File: config.mk
export PLATFORM = sky130hd
export DESIGN_NAME = irr_top
export DESIGN_NICKNAME = d
export VERILOG_FILES = /design/src/irr_top.v
export VERILOG_INCLUDE_DIRS = /design/src /design/src/inc
export SDC_FILE = /design/constraint.sdc
export NUM_CORES = 1
export LEC_CHECK = 0
export ABC_AREA = 0
export CAP_MARGIN = 0
export CORE_AREA = 2 2 229 231
export CTS_CLUSTER_DIAMETER = 120
export DETAILED_ROUTE_END_ITERATION = 6
export DIE_AREA = 0 0 231 233
export DONT_BUFFER_PORTS = 1
export GPL_TIMING_DRIVEN = 0
export PLACE_DENSITY = 0.7
export SYNTH_ARGS = -nofsm -noshare
export SYNTH_HDL_FRONTEND = slang
export SYNTH_SLANG_ARGS = --single-unit
File: constraint.sdc
create_clock -name aclk -period 4.73 [get_ports aclk]
set_input_delay 0.2365 -clock aclk [delete_from_list [all_inputs] [get_ports aclk]]
set_output_delay 0.2365 -clock aclk [all_outputs]
set_load 0.01 [all_outputs]
File: src/inc/irr_defines.vh
// constants for the isochronous receive readout and routing register block
`ifndef IRR_DEFINES_VH
`define IRR_DEFINES_VH

// ************************************************************
// register byte addresses
// ************************************************************
`define IRR_ADDR_W            12
`define IRR_ADDR_ISO_PORT     12'h13c
`define IRR_ADDR_HDR_CAPTURE  12'h140
`define IRR_ADDR_TRL_CAPTURE  12'h144
`define IRR_ADDR_ROUTE_CTRL   12'h148

// ************************************************************
// reset values and writable masks
// ************************************************************
`define IRR_QUAD_RST          32'h0000_0000
`define IRR_ROUTE_RST         32'h0000_4000
`define IRR_ROUTE_WMASK       32'h0000_5fff

// ************************************************************
// routing control fields (bit 00 is the msb, so doc bit n is bit 31-n)
// ************************************************************
`define IRR_ACK_PENDING_POLICY_BIT   14
`define IRR_CONTINUITY_DISABLE_BIT   12
`define IRR_RESPONSE_DEST_BIT        11
`define IRR_SELFID_DEST_BIT          10
`define IRR_ASYNC_DEST_LO_BIT        9
`define IRR_ASYNC_DEST_HI_BIT        8
`define IRR_TAG_MATCH_MSB            7
`define IRR_TAG_MATCH_N              8

// ************************************************************
// trailer capture fields
// ************************************************************
`define IRR_TRL_SPEED_LSB     16
`define IRR_TRL_PAD_LSB       8
`define IRR_TRL_ACK_LSB       0

// ************************************************************
// acknowledge codes and destination encodings
// ************************************************************
`define IRR_ACK_COMPLETE      4'h1
`define IRR_ACK_PENDING       4'h2
`define IRR_ACK_DATA_ERROR    4'hd
`define IRR_DEST_CONTROL      2'h0
`define IRR_DEST_BROADCAST    2'h1
`define IRR_DEST_BULK         2'h2
`define IRR_UPPER_HALF_BIT    47

// ************************************************************
// receive fifo and bus answers
// ************************************************************
`define IRR_FIFO_DEPTH        16
`define IRR_FIFO_AW           4
`define IRR_RESP_OKAY         2'h0
`define IRR_RESP_SLVERR       2'h2

`endif

File: src/irr_top.v
// isochronous receive readout, capture registers and receive routing control
`timescale 1ns/1ps
`default_nettype none
`include "irr_defines.vh"

module irr_top (
  input  wire        aclk,              // system clock, 40 mhz
  input  wire        aresetn,           // synchronous reset, active low
  input  wire [11:0] s_axi_awaddr,      // write address
  input  wire        s_axi_awvalid,     // write address valid
  output wire        s_axi_awready,     // write address ready
  input  wire [31:0] s_axi_wdata,       // write data
  input  wire [3:0]  s_axi_wstrb,       // write byte strobes
  input  wire        s_axi_wvalid,      // write data valid
  output wire        s_axi_wready,      // write data ready
  output wire [1:0]  s_axi_bresp,       // write response
  output wire        s_axi_bvalid,      // write response valid
  input  wire        s_axi_bready,      // write response ready
  input  wire [11:0] s_axi_araddr,      // read address
  input  wire        s_axi_arvalid,     // read address valid
  output wire        s_axi_arready,     // read address ready
  output wire [31:0] s_axi_rdata,       // read data
  output wire [1:0]  s_axi_rresp,       // read response
  output wire        s_axi_rvalid,      // read data valid
  input  wire        s_axi_rready,      // read data ready
  input  wire [31:0] iso_push_data,     // quadlet from the receive link
  input  wire        iso_push_valid,    // quadlet offered
  output wire        iso_push_ready,    // fifo has room
  input  wire [31:0] hdr_load_data,     // isochronous header quadlet
  input  wire        hdr_load,          // header capture strobe
  input  wire [1:0]  trl_speed,         // speed code of received packet
  input  wire [1:0]  trl_pad_count,     // zero-fill byte count
  input  wire [3:0]  trl_ack_code,      // ack sent by the receiver
  input  wire        trl_load,          // trailer capture strobe
  input  wire        pkt_start,         // async packet header decoded
  input  wire        pkt_broadcast,     // destination is broadcast
  input  wire        pkt_request,       // packet is a request
  input  wire        pkt_write_lock,    // write or lock request
  input  wire        pkt_rom_reg_space, // addressed to rom/register space
  input  wire        pkt_resp_match,    // expected response comparator hit
  input  wire        pkt_selfid,        // self-id packet
  input  wire        pkt_rx_error,      // packet received incorrectly
  input  wire [47:0] pkt_dest_offset,   // destination offset
  output reg         route_valid,       // one-cycle routing decision pulse
  output reg  [1:0]  route_dest,        // chosen destination fifo
  output reg         ack_valid,         // one-cycle ack pulse
  output reg  [3:0]  ack_code,          // ack code to send
  output reg         continuity_check_en, // continuity checking active
  output reg  [7:0]  tag_match_en       // per comparator tag match enable
);

  // ************************************************************
  // registers
  // ************************************************************
  reg  [31:0] route_r;
  reg  [31:0] hdr_r;
  reg  [31:0] trl_r;
  reg  [31:0] last_q_r;
  reg  [31:0] fifo_mem [0:`IRR_FIFO_DEPTH-1];
  reg  [`IRR_FIFO_AW-1:0] wr_ptr_r;
  reg  [`IRR_FIFO_AW-1:0] rd_ptr_r;
  reg  [`IRR_FIFO_AW:0]   count_r;

  reg         aw_got_r;
  reg  [11:0] aw_addr_r;
  reg         w_got_r;
  reg  [31:0] w_data_r;
  reg  [3:0]  w_strb_r;
  reg         bvalid_r;
  reg  [1:0]  bresp_r;
  reg         rvalid_r;
  reg  [31:0] rdata_r;
  reg  [1:0]  rresp_r;

  wire        fifo_empty;
  wire        fifo_full;
  wire        push;
  wire        pop;
  wire        ar_take;
  wire        aw_take;
  wire        w_take;
  wire        aw_have;
  wire        w_have;
  wire [11:0] wr_addr;
  wire [31:0] wr_data;
  wire [3:0]  wr_strb;
  wire        wr_fire;
  wire [31:0] wr_bytes;
  reg  [31:0] rd_data_nxt;
  reg  [1:0]  rd_resp_nxt;
  reg  [1:0]  dest_nxt;
  reg  [3:0]  ack_nxt;

  // ************************************************************
  // bus handshakes
  // ************************************************************
  // one read and one write in flight; ready drops while an answer waits
  assign s_axi_arready = ~rvalid_r;
  assign s_axi_awready = ~aw_got_r & ~bvalid_r;
  assign s_axi_wready  = ~w_got_r & ~bvalid_r;
  assign s_axi_bvalid  = bvalid_r;
  assign s_axi_bresp   = bresp_r;
  assign s_axi_rvalid  = rvalid_r;
  assign s_axi_rdata   = rdata_r;
  assign s_axi_rresp   = rresp_r;

  assign ar_take = s_axi_arvalid & ~rvalid_r;
  assign aw_take = s_axi_awvalid & s_axi_awready;
  assign w_take  = s_axi_wvalid & s_axi_wready;
  assign aw_have = aw_got_r | aw_take;
  assign w_have  = w_got_r | w_take;
  assign wr_addr = aw_got_r ? aw_addr_r : s_axi_awaddr;
  assign wr_data = w_got_r ? w_data_r : s_axi_wdata;
  assign wr_strb = w_got_r ? w_strb_r : s_axi_wstrb;
  assign wr_fire = aw_have & w_have & ~bvalid_r;

  // ************************************************************
  // receive fifo
  // ************************************************************
  assign fifo_empty     = (count_r == {(`IRR_FIFO_AW+1){1'b0}});
  assign fifo_full      = count_r[`IRR_FIFO_AW];
  assign iso_push_ready = ~fifo_full;
  assign push           = iso_push_valid & ~fifo_full;
  // a port read pops only when data is there; an empty read leaves state alone
  assign pop = ar_take & (s_axi_araddr == `IRR_ADDR_ISO_PORT) & ~fifo_empty;

  always @(posedge aclk) begin
    if (push) begin
      fifo_mem[wr_ptr_r] <= iso_push_data;
    end
  end

  always @(posedge aclk) begin
    if (!aresetn) begin
      wr_ptr_r <= {`IRR_FIFO_AW{1'b0}};
      rd_ptr_r <= {`IRR_FIFO_AW{1'b0}};
      count_r  <= {(`IRR_FIFO_AW+1){1'b0}};
      last_q_r <= `IRR_QUAD_RST;
    end else begin
      if (push) begin
        wr_ptr_r <= wr_ptr_r + 1'b1;
      end
      if (pop) begin
        rd_ptr_r <= rd_ptr_r + 1'b1;
        last_q_r <= fifo_mem[rd_ptr_r];
      end
      if (push & ~pop) begin
        count_r <= count_r + 1'b1;
      end else if (pop & ~push) begin
        count_r <= count_r - 1'b1;
      end
    end
  end

  // ************************************************************
  // read path
  // ************************************************************
  always @* begin
    rd_data_nxt = 32'h0000_0000;
    rd_resp_nxt = `IRR_RESP_OKAY;
    case (s_axi_araddr)
      `IRR_ADDR_ISO_PORT: begin
        // empty fifo repeats the last quadlet, zero before the first
        rd_data_nxt = fifo_empty ? last_q_r : fifo_mem[rd_ptr_r];
      end
      `IRR_ADDR_HDR_CAPTURE: begin
        rd_data_nxt = hdr_r;
      end
      `IRR_ADDR_TRL_CAPTURE: begin
        rd_data_nxt = trl_r;
      end
      `IRR_ADDR_ROUTE_CTRL: begin
        rd_data_nxt = route_r;
      end
      default: begin
        rd_resp_nxt = `IRR_RESP_SLVERR;
      end
    endcase
  end

  always @(posedge aclk) begin
    if (!aresetn) begin
      rvalid_r <= 1'b0;
      rdata_r  <= 32'h0000_0000;
      rresp_r  <= `IRR_RESP_OKAY;
    end else if (ar_take) begin
      rvalid_r <= 1'b1;
      rdata_r  <= rd_data_nxt;
      rresp_r  <= rd_resp_nxt;
    end else if (s_axi_rready) begin
      rvalid_r <= 1'b0;
    end
  end

  // ************************************************************
  // write path
  // ************************************************************
  genvar gi;
  generate
    for (gi = 0; gi < 4; gi = gi + 1) begin : g_lane
      assign wr_bytes[gi*8 +: 8] = wr_strb[gi] ? wr_data[gi*8 +: 8] : route_r[gi*8 +: 8];
    end
  endgenerate

  always @(posedge aclk) begin
    if (!aresetn) begin
      aw_got_r  <= 1'b0;
      aw_addr_r <= 12'h000;
      w_got_r   <= 1'b0;
      w_data_r  <= 32'h0000_0000;
      w_strb_r  <= 4'h0;
      bvalid_r  <= 1'b0;
      bresp_r   <= `IRR_RESP_OKAY;
    end else begin
      if (wr_fire) begin
        aw_got_r <= 1'b0;
        w_got_r  <= 1'b0;
        bvalid_r <= 1'b1;
        // the capture registers and the port ignore writes but answer okay
        case (wr_addr)
          `IRR_ADDR_ISO_PORT,
          `IRR_ADDR_HDR_CAPTURE,
          `IRR_ADDR_TRL_CAPTURE,
          `IRR_ADDR_ROUTE_CTRL: begin
            bresp_r <= `IRR_RESP_OKAY;
          end
          default: begin
            bresp_r <= `IRR_RESP_SLVERR;
          end
        endcase
      end else begin
        if (aw_take) begin
          aw_got_r  <= 1'b1;
          aw_addr_r <= s_axi_awaddr;
        end
        if (w_take) begin
          w_got_r  <= 1'b1;
          w_data_r <= s_axi_wdata;
          w_strb_r <= s_axi_wstrb;
        end
        if (bvalid_r & s_axi_bready) begin
          bvalid_r <= 1'b0;
        end
      end
    end
  end

  // ************************************************************
  // routing control and capture registers
  // ************************************************************
  always @(posedge aclk) begin
    if (!aresetn) begin
      route_r <= `IRR_ROUTE_RST;
    end else if (wr_fire & (wr_addr == `IRR_ADDR_ROUTE_CTRL)) begin
      // unused bits stay zero
      route_r <= wr_bytes & `IRR_ROUTE_WMASK;
    end
  end

  always @(posedge aclk) begin
    if (!aresetn) begin
      hdr_r <= `IRR_QUAD_RST;
      trl_r <= `IRR_QUAD_RST;
    end else begin
      if (hdr_load) begin
        // length 31:16, tag 15:14, channel 13:8, tcode 7:4, sync 3:0
        hdr_r <= hdr_load_data;
      end
      if (trl_load) begin
        trl_r <= 32'h0000_0000;
        trl_r[`IRR_TRL_SPEED_LSB +: 2] <= trl_speed;
        trl_r[`IRR_TRL_PAD_LSB +: 2]   <= trl_pad_count;
        trl_r[`IRR_TRL_ACK_LSB +: 4]   <= trl_ack_code;
      end
    end
  end

  // ************************************************************
  // receive routing decision
  // ************************************************************
  // decided from the register as it stands at header decode, so a later write
  // never retargets a packet already being received
  always @* begin
    dest_nxt = `IRR_DEST_BULK;
    if (pkt_selfid) begin
      dest_nxt = route_r[`IRR_SELFID_DEST_BIT] ? `IRR_DEST_BULK : `IRR_DEST_BROADCAST;
    end else if (pkt_resp_match) begin
      dest_nxt = route_r[`IRR_RESPONSE_DEST_BIT] ? `IRR_DEST_CONTROL : `IRR_DEST_BULK;
    end else begin
      case ({route_r[`IRR_ASYNC_DEST_HI_BIT], route_r[`IRR_ASYNC_DEST_LO_BIT]})
        2'h0: begin
          dest_nxt = pkt_broadcast ? `IRR_DEST_BROADCAST : `IRR_DEST_CONTROL;
        end
        2'h1: begin
          if (pkt_rom_reg_space & pkt_request & pkt_broadcast) begin
            dest_nxt = `IRR_DEST_BROADCAST;
          end else if (pkt_rom_reg_space & pkt_write_lock & ~pkt_broadcast) begin
            dest_nxt = `IRR_DEST_CONTROL;
          end else begin
            dest_nxt = `IRR_DEST_BULK;
          end
        end
        2'h2: begin
          dest_nxt = `IRR_DEST_BULK;
        end
        2'h3: begin
          if (pkt_request & pkt_dest_offset[`IRR_UPPER_HALF_BIT]) begin
            dest_nxt = pkt_broadcast ? `IRR_DEST_BROADCAST : `IRR_DEST_CONTROL;
          end else begin
            dest_nxt = `IRR_DEST_BULK;
          end
        end
        default: begin
          dest_nxt = `IRR_DEST_BULK;
        end
      endcase
    end
  end

  always @* begin
    if (pkt_rx_error) begin
      ack_nxt = `IRR_ACK_DATA_ERROR;
    end else if (pkt_write_lock & route_r[`IRR_ACK_PENDING_POLICY_BIT]) begin
      ack_nxt = `IRR_ACK_PENDING;
    end else begin
      ack_nxt = `IRR_ACK_COMPLETE;
    end
  end

  always @(posedge aclk) begin
    if (!aresetn) begin
      route_valid         <= 1'b0;
      route_dest          <= `IRR_DEST_BULK;
      ack_valid           <= 1'b0;
      ack_code            <= `IRR_ACK_COMPLETE;
      continuity_check_en <= 1'b1;
    end else begin
      route_valid <= pkt_start;
      // broadcast packets are never acknowledged on the bus
      ack_valid   <= pkt_start & ~pkt_broadcast;
      if (pkt_start) begin
        route_dest          <= dest_nxt;
        ack_code            <= ack_nxt;
        continuity_check_en <= ~route_r[`IRR_CONTINUITY_DISABLE_BIT];
      end
    end
  end

  // ************************************************************
  // transport-stream tag match enables
  // ************************************************************
  // comparator k sits at bit 7-k since the register counts from the msb
  generate
    for (gi = 0; gi < `IRR_TAG_MATCH_N; gi = gi + 1) begin : g_tag
      always @(posedge aclk) begin
        if (!aresetn) begin
          tag_match_en[gi] <= 1'b0;
        end else if (pkt_start) begin
          tag_match_en[gi] <= route_r[`IRR_TAG_MATCH_MSB - gi];
        end
      end
    end
  endgenerate

endmodule // irr_top

`default_nettype wire

==> reports/results.tsv <==
metric	value	unit
Rows	83	
wire per inst	27.4	µm
drc violations	0	
max-slew violation count	0	
# IOs	257	
Chip Height	233	µm
Internal Power	10.1	mW
number of endpoints failing setup at the final stage	0	
utilization after layout	63.7	%
overflow left after global routing	0	
number of warnings reported in the yosys synthesis log	0	
transition time at the pin with the least slew margin	1.10	ns
Vias per Instance	6.27	
post-route design area	32600	µm²
number of gates resized after CTS	0	
fraction of layout cells with a size suffix above 1	15.6	%
Final WS setup	0.956	ns
type of the tightest min-delay check	input port to flip-flop	
placement-stage cell area	29300	µm²
Final Net Count	2201	
maximum level of the CTS H-tree	3	
most common flop cell mapped by yosys	sky130_fd_sc_hd__edfxtp_1	
post-layout minimum cycle time	3.77	ns
part of the total power dissipated in the clock network	39.7	%
latest clock arrival within the worst-skew pair	0.60	ns
status	complete, no violations	
count of buffers from port buffering	0	
width of the chip	231	µm
final period utilization	79.8	%
worst endpoint required time	5.24	ns
internal reg-to-reg setup slack	0.96	ns
gr usage total	28.0	%
unique cell type count in the Yosys netlist	69	
total half-perimeter wirelength after legalization and detailed placement	51600	µm
violation count after the first detailed-route iteration	1842	
crit path max fanout	9	
core outline area	51100	µm²
fraction of the yosys area taken by sequential cells	68.4	%
synthesized area divided by synthesized cell count	15.7	µm²
worst setup path class	flip-flop to flip-flop	
CTS sink count	697	
sequential share of power	52.4	%
static leakage	10.9	nW
total number of vias	17100	
number of hold violations in the final report	0	
combinational cell fraction of total power	8.0	%
net load switching power	3.00	mW
share of async-settable or async-resettable flops after synthesis	0	%
first-pass detailed-route iteration total	6	
wire length of the first global-routing pass	110000	µm
most used standard cells in the synthesized netlist	sky130_fd_sc_hd__edfxtp_1 (512), sky130_fd_sc_hd__mux2i_1 (205), sky130_fd_sc_hd__dfxtp_1 (185)	
vias in the first global route	17100	
number of buffers on the longest clock path	3	
top cell type's share of synthesized area	55.1	%
count of max-cap constraint violations	0	
final routed wirelength across all metal layers	74800	µm
overall power consumption	13.1	mW
CTS Root Buffer Type	sky130_fd_sc_hd__clkbuf_16	
largest area contributor in the synthesized netlist	sky130_fd_sc_hd__edfxtp_1	
clock-pin slew reported for the worst setup and hold paths after clock tree synthesis	0.06	ns
area of the mapped netlist	27900	µm²
weighted congestion at the end of routability-driven global placement	0.919	
Worst slew margin	26.1	%
Worst Setup Start Kind	flip-flop	
Max rail drop VDD	238	µV
switch share	23.0	%
setup skew after layout	0.0277	ns
number of filler instances in the final layout	3662	
Arr. time, crit path	4.28	ns
maximum number of pins on one net before global-route repair	23	
area enclosed by the die boundary	53800	µm²
antenna violations before repair	4	
clock tree from TritonCTS	done	
kind of capture point of the worst setup path	flip-flop	
number of routed nets with antenna violations	0	
ranking of synthesized cells by area	sky130_fd_sc_hd__edfxtp_1 (55%), sky130_fd_sc_hd__dfxtp_1 (13%), sky130_fd_sc_hd__mux2i_1 (7.4%)	
RSZ-0062 raised after global routing	false	
most instantiated library cell after synthesis	sky130_fd_sc_hd__edfxtp_1	
count of state elements after synthesis	697	
highest attainable clock frequency	265	MHz
Initial Utilization	54.6	%
synthesis-to-layout area growth	16.8	%
power density normalized to cell area	401	nW/µm²
Post-CTS Setup Inserts	0	
Synth Instances	1779	
worst slack at placement	0.996	ns
TritonCTS Buffers	71	
EDFF count, synth	512	
==> per-layer routing <==
layer,track usage [%],wire (µm)
met1,35.3,29000
met3,7.21,6970
met5,0,46
met4,11.1,2830
met2,46.4,36000
==> cells in the final DEF, fill, tap and decap left out, drive strengths merged, types with 6 or more instances in the layout <==
cell / Yosys / routed
inv: 14 / 17
and2: 28 / 28
nor2: 121 / 121
buf: 59 / 86
clkinvlp: 0 / 6
a21oi: 38 / 38
a31oi: 26 / 26
a22o: 8 / 8
edfxtp: 512 / 512
or2: 7 / 7
o211ai: 11 / 11
nand3: 42 / 42
mux4: 82 / 82
dlygate4sd3: 0 / 113
clkinv: 1 / 24
a22oi: 13 / 13
o211a: 13 / 13
nor2b: 7 / 7
or3: 6 / 6
nor4: 28 / 28
mux2: 22 / 22
dfxtp: 185 / 185
nand2: 44 / 44
a21o: 11 / 11
o21bai: 13 / 13
nor3: 23 / 23
o21ai: 45 / 45
clkbuf: 58 / 152
o221a: 13 / 13
a221o: 8 / 8
nand4: 7 / 7
mux2i: 205 / 205
nand2b: 13 / 13
a221oi: 55 / 55
ha: 9 / 9
==> cells by family after synthesis <==
group,share of synthesized area (%)
other,0.0134
DFF,68.4
AOI/OAI and AO/OA,7.37
muxes,14.9
xor gates and xnor gates,0.251
adders and majority gates,0.475
and+or+nand+nor,6.45
buffers and inverters,2.18
==> cell type report <==
cell class | instances | area [µm²] | share of cell area [%]
tap | 680 | 851 | 2.61
multi-input combinational | 951 | 8320 | 25.6
clock inverter | 33 | 201 | 0.619
buffer | 117 | 551 | 1.69
timing repair buffer | 140 | 1580 | 4.84
sequential | 697 | 19100 | 58.6
antenna | 1 | 2.50 | 0.00768
clock buffer | 94 | 1930 | 5.92
inverter | 15 | 56.3 | 0.173
==> critical path: stages, from the launching register on <==
cell and delay [ns]:
sky130_fd_sc_hd__dfxtp_1 0.39, sky130_fd_sc_hd__nand2b_1 0.44, sky130_fd_sc_hd__or3_1 0.57, sky130_fd_sc_hd__nor3_2 0.50
sky130_fd_sc_hd__inv_1 0.20, sky130_fd_sc_hd__ha_1 0.25, sky130_fd_sc_hd__inv_1 0.14, sky130_fd_sc_hd__ha_1 0.29
sky130_fd_sc_hd__a21o_1 0.19, sky130_fd_sc_hd__a21oi_1 0.17, sky130_fd_sc_hd__xnor2_1 0.09, sky130_fd_sc_hd__or3_1 0.30
sky130_fd_sc_hd__a21oi_1 0.13
==> path summary, 6_finish.rpt <==
| kind | depth (start not counted) | from | endpoint |
|---|---|---|---|
| min reg2reg | 2 | last_q_r[2]$_SDFFE_PN0P_ | last_q_r[2]$_SDFFE_PN0P_ |
| min | 3 | pkt_request | route_dest[1]$_SDFFE_PN1P_ |
| max | 12 | s_axi_rvalid$_SDFFE_PN0P_ | count_r[4]$_SDFFE_PN0P_ |
| max reg2reg | 12 | s_axi_rvalid$_SDFFE_PN0P_ | count_r[4]$_SDFFE_PN0P_ |
==> power groups by stage <==
stage               Clock (mW)  Combinational, mW  Sequential (mW)
global route              5.47               1.11             6.87
floorplan                    0              0.565             6.96
global placement             0              0.802             6.99
CTS                       5.25               1.03             6.85
finish                    5.18               1.04             6.85
detailed placement           0              0.887             6.98
==> per-stage QoR <==
step | TNS (ns) | std cells | hold slack, ns
after global routing | 0 | 2727 | 0.0445
after detailed placement | 0 | 2487 | 0.316
after CTS | 0 | 2727 | 0.000294
after global placement | -162.88 | 2460 | 0.310
after floorplan | 0 | 1780 | 0.308
final | 0 | 2728 | 0.0362
==> flip-flops by register name, summed over array words and instances, names as in the netlist, 3 cells and up, named ones only <==
| register | flops |
|---|---|
| count_r | 5 |
| s_axi_rdata | 32 |
| fifo_mem | 512 |
| trl_r | 8 |
| tag_match_en | 8 |
| wr_ptr_r | 4 |
| hdr_r | 32 |
| ack_code | 3 |
| w_data_r | 14 |
| rd_ptr_r | 4 |
| aw_addr_r | 12 |
| route_r | 14 |
| last_q_r | 32 |
==> what timing repair did <==
action,CTS,global route
setup endpoints to repair,0,0
hold buffers,113,0
hold endpoints to repair,606,0
No activity file was read; power rests on OpenSTA's default activity.
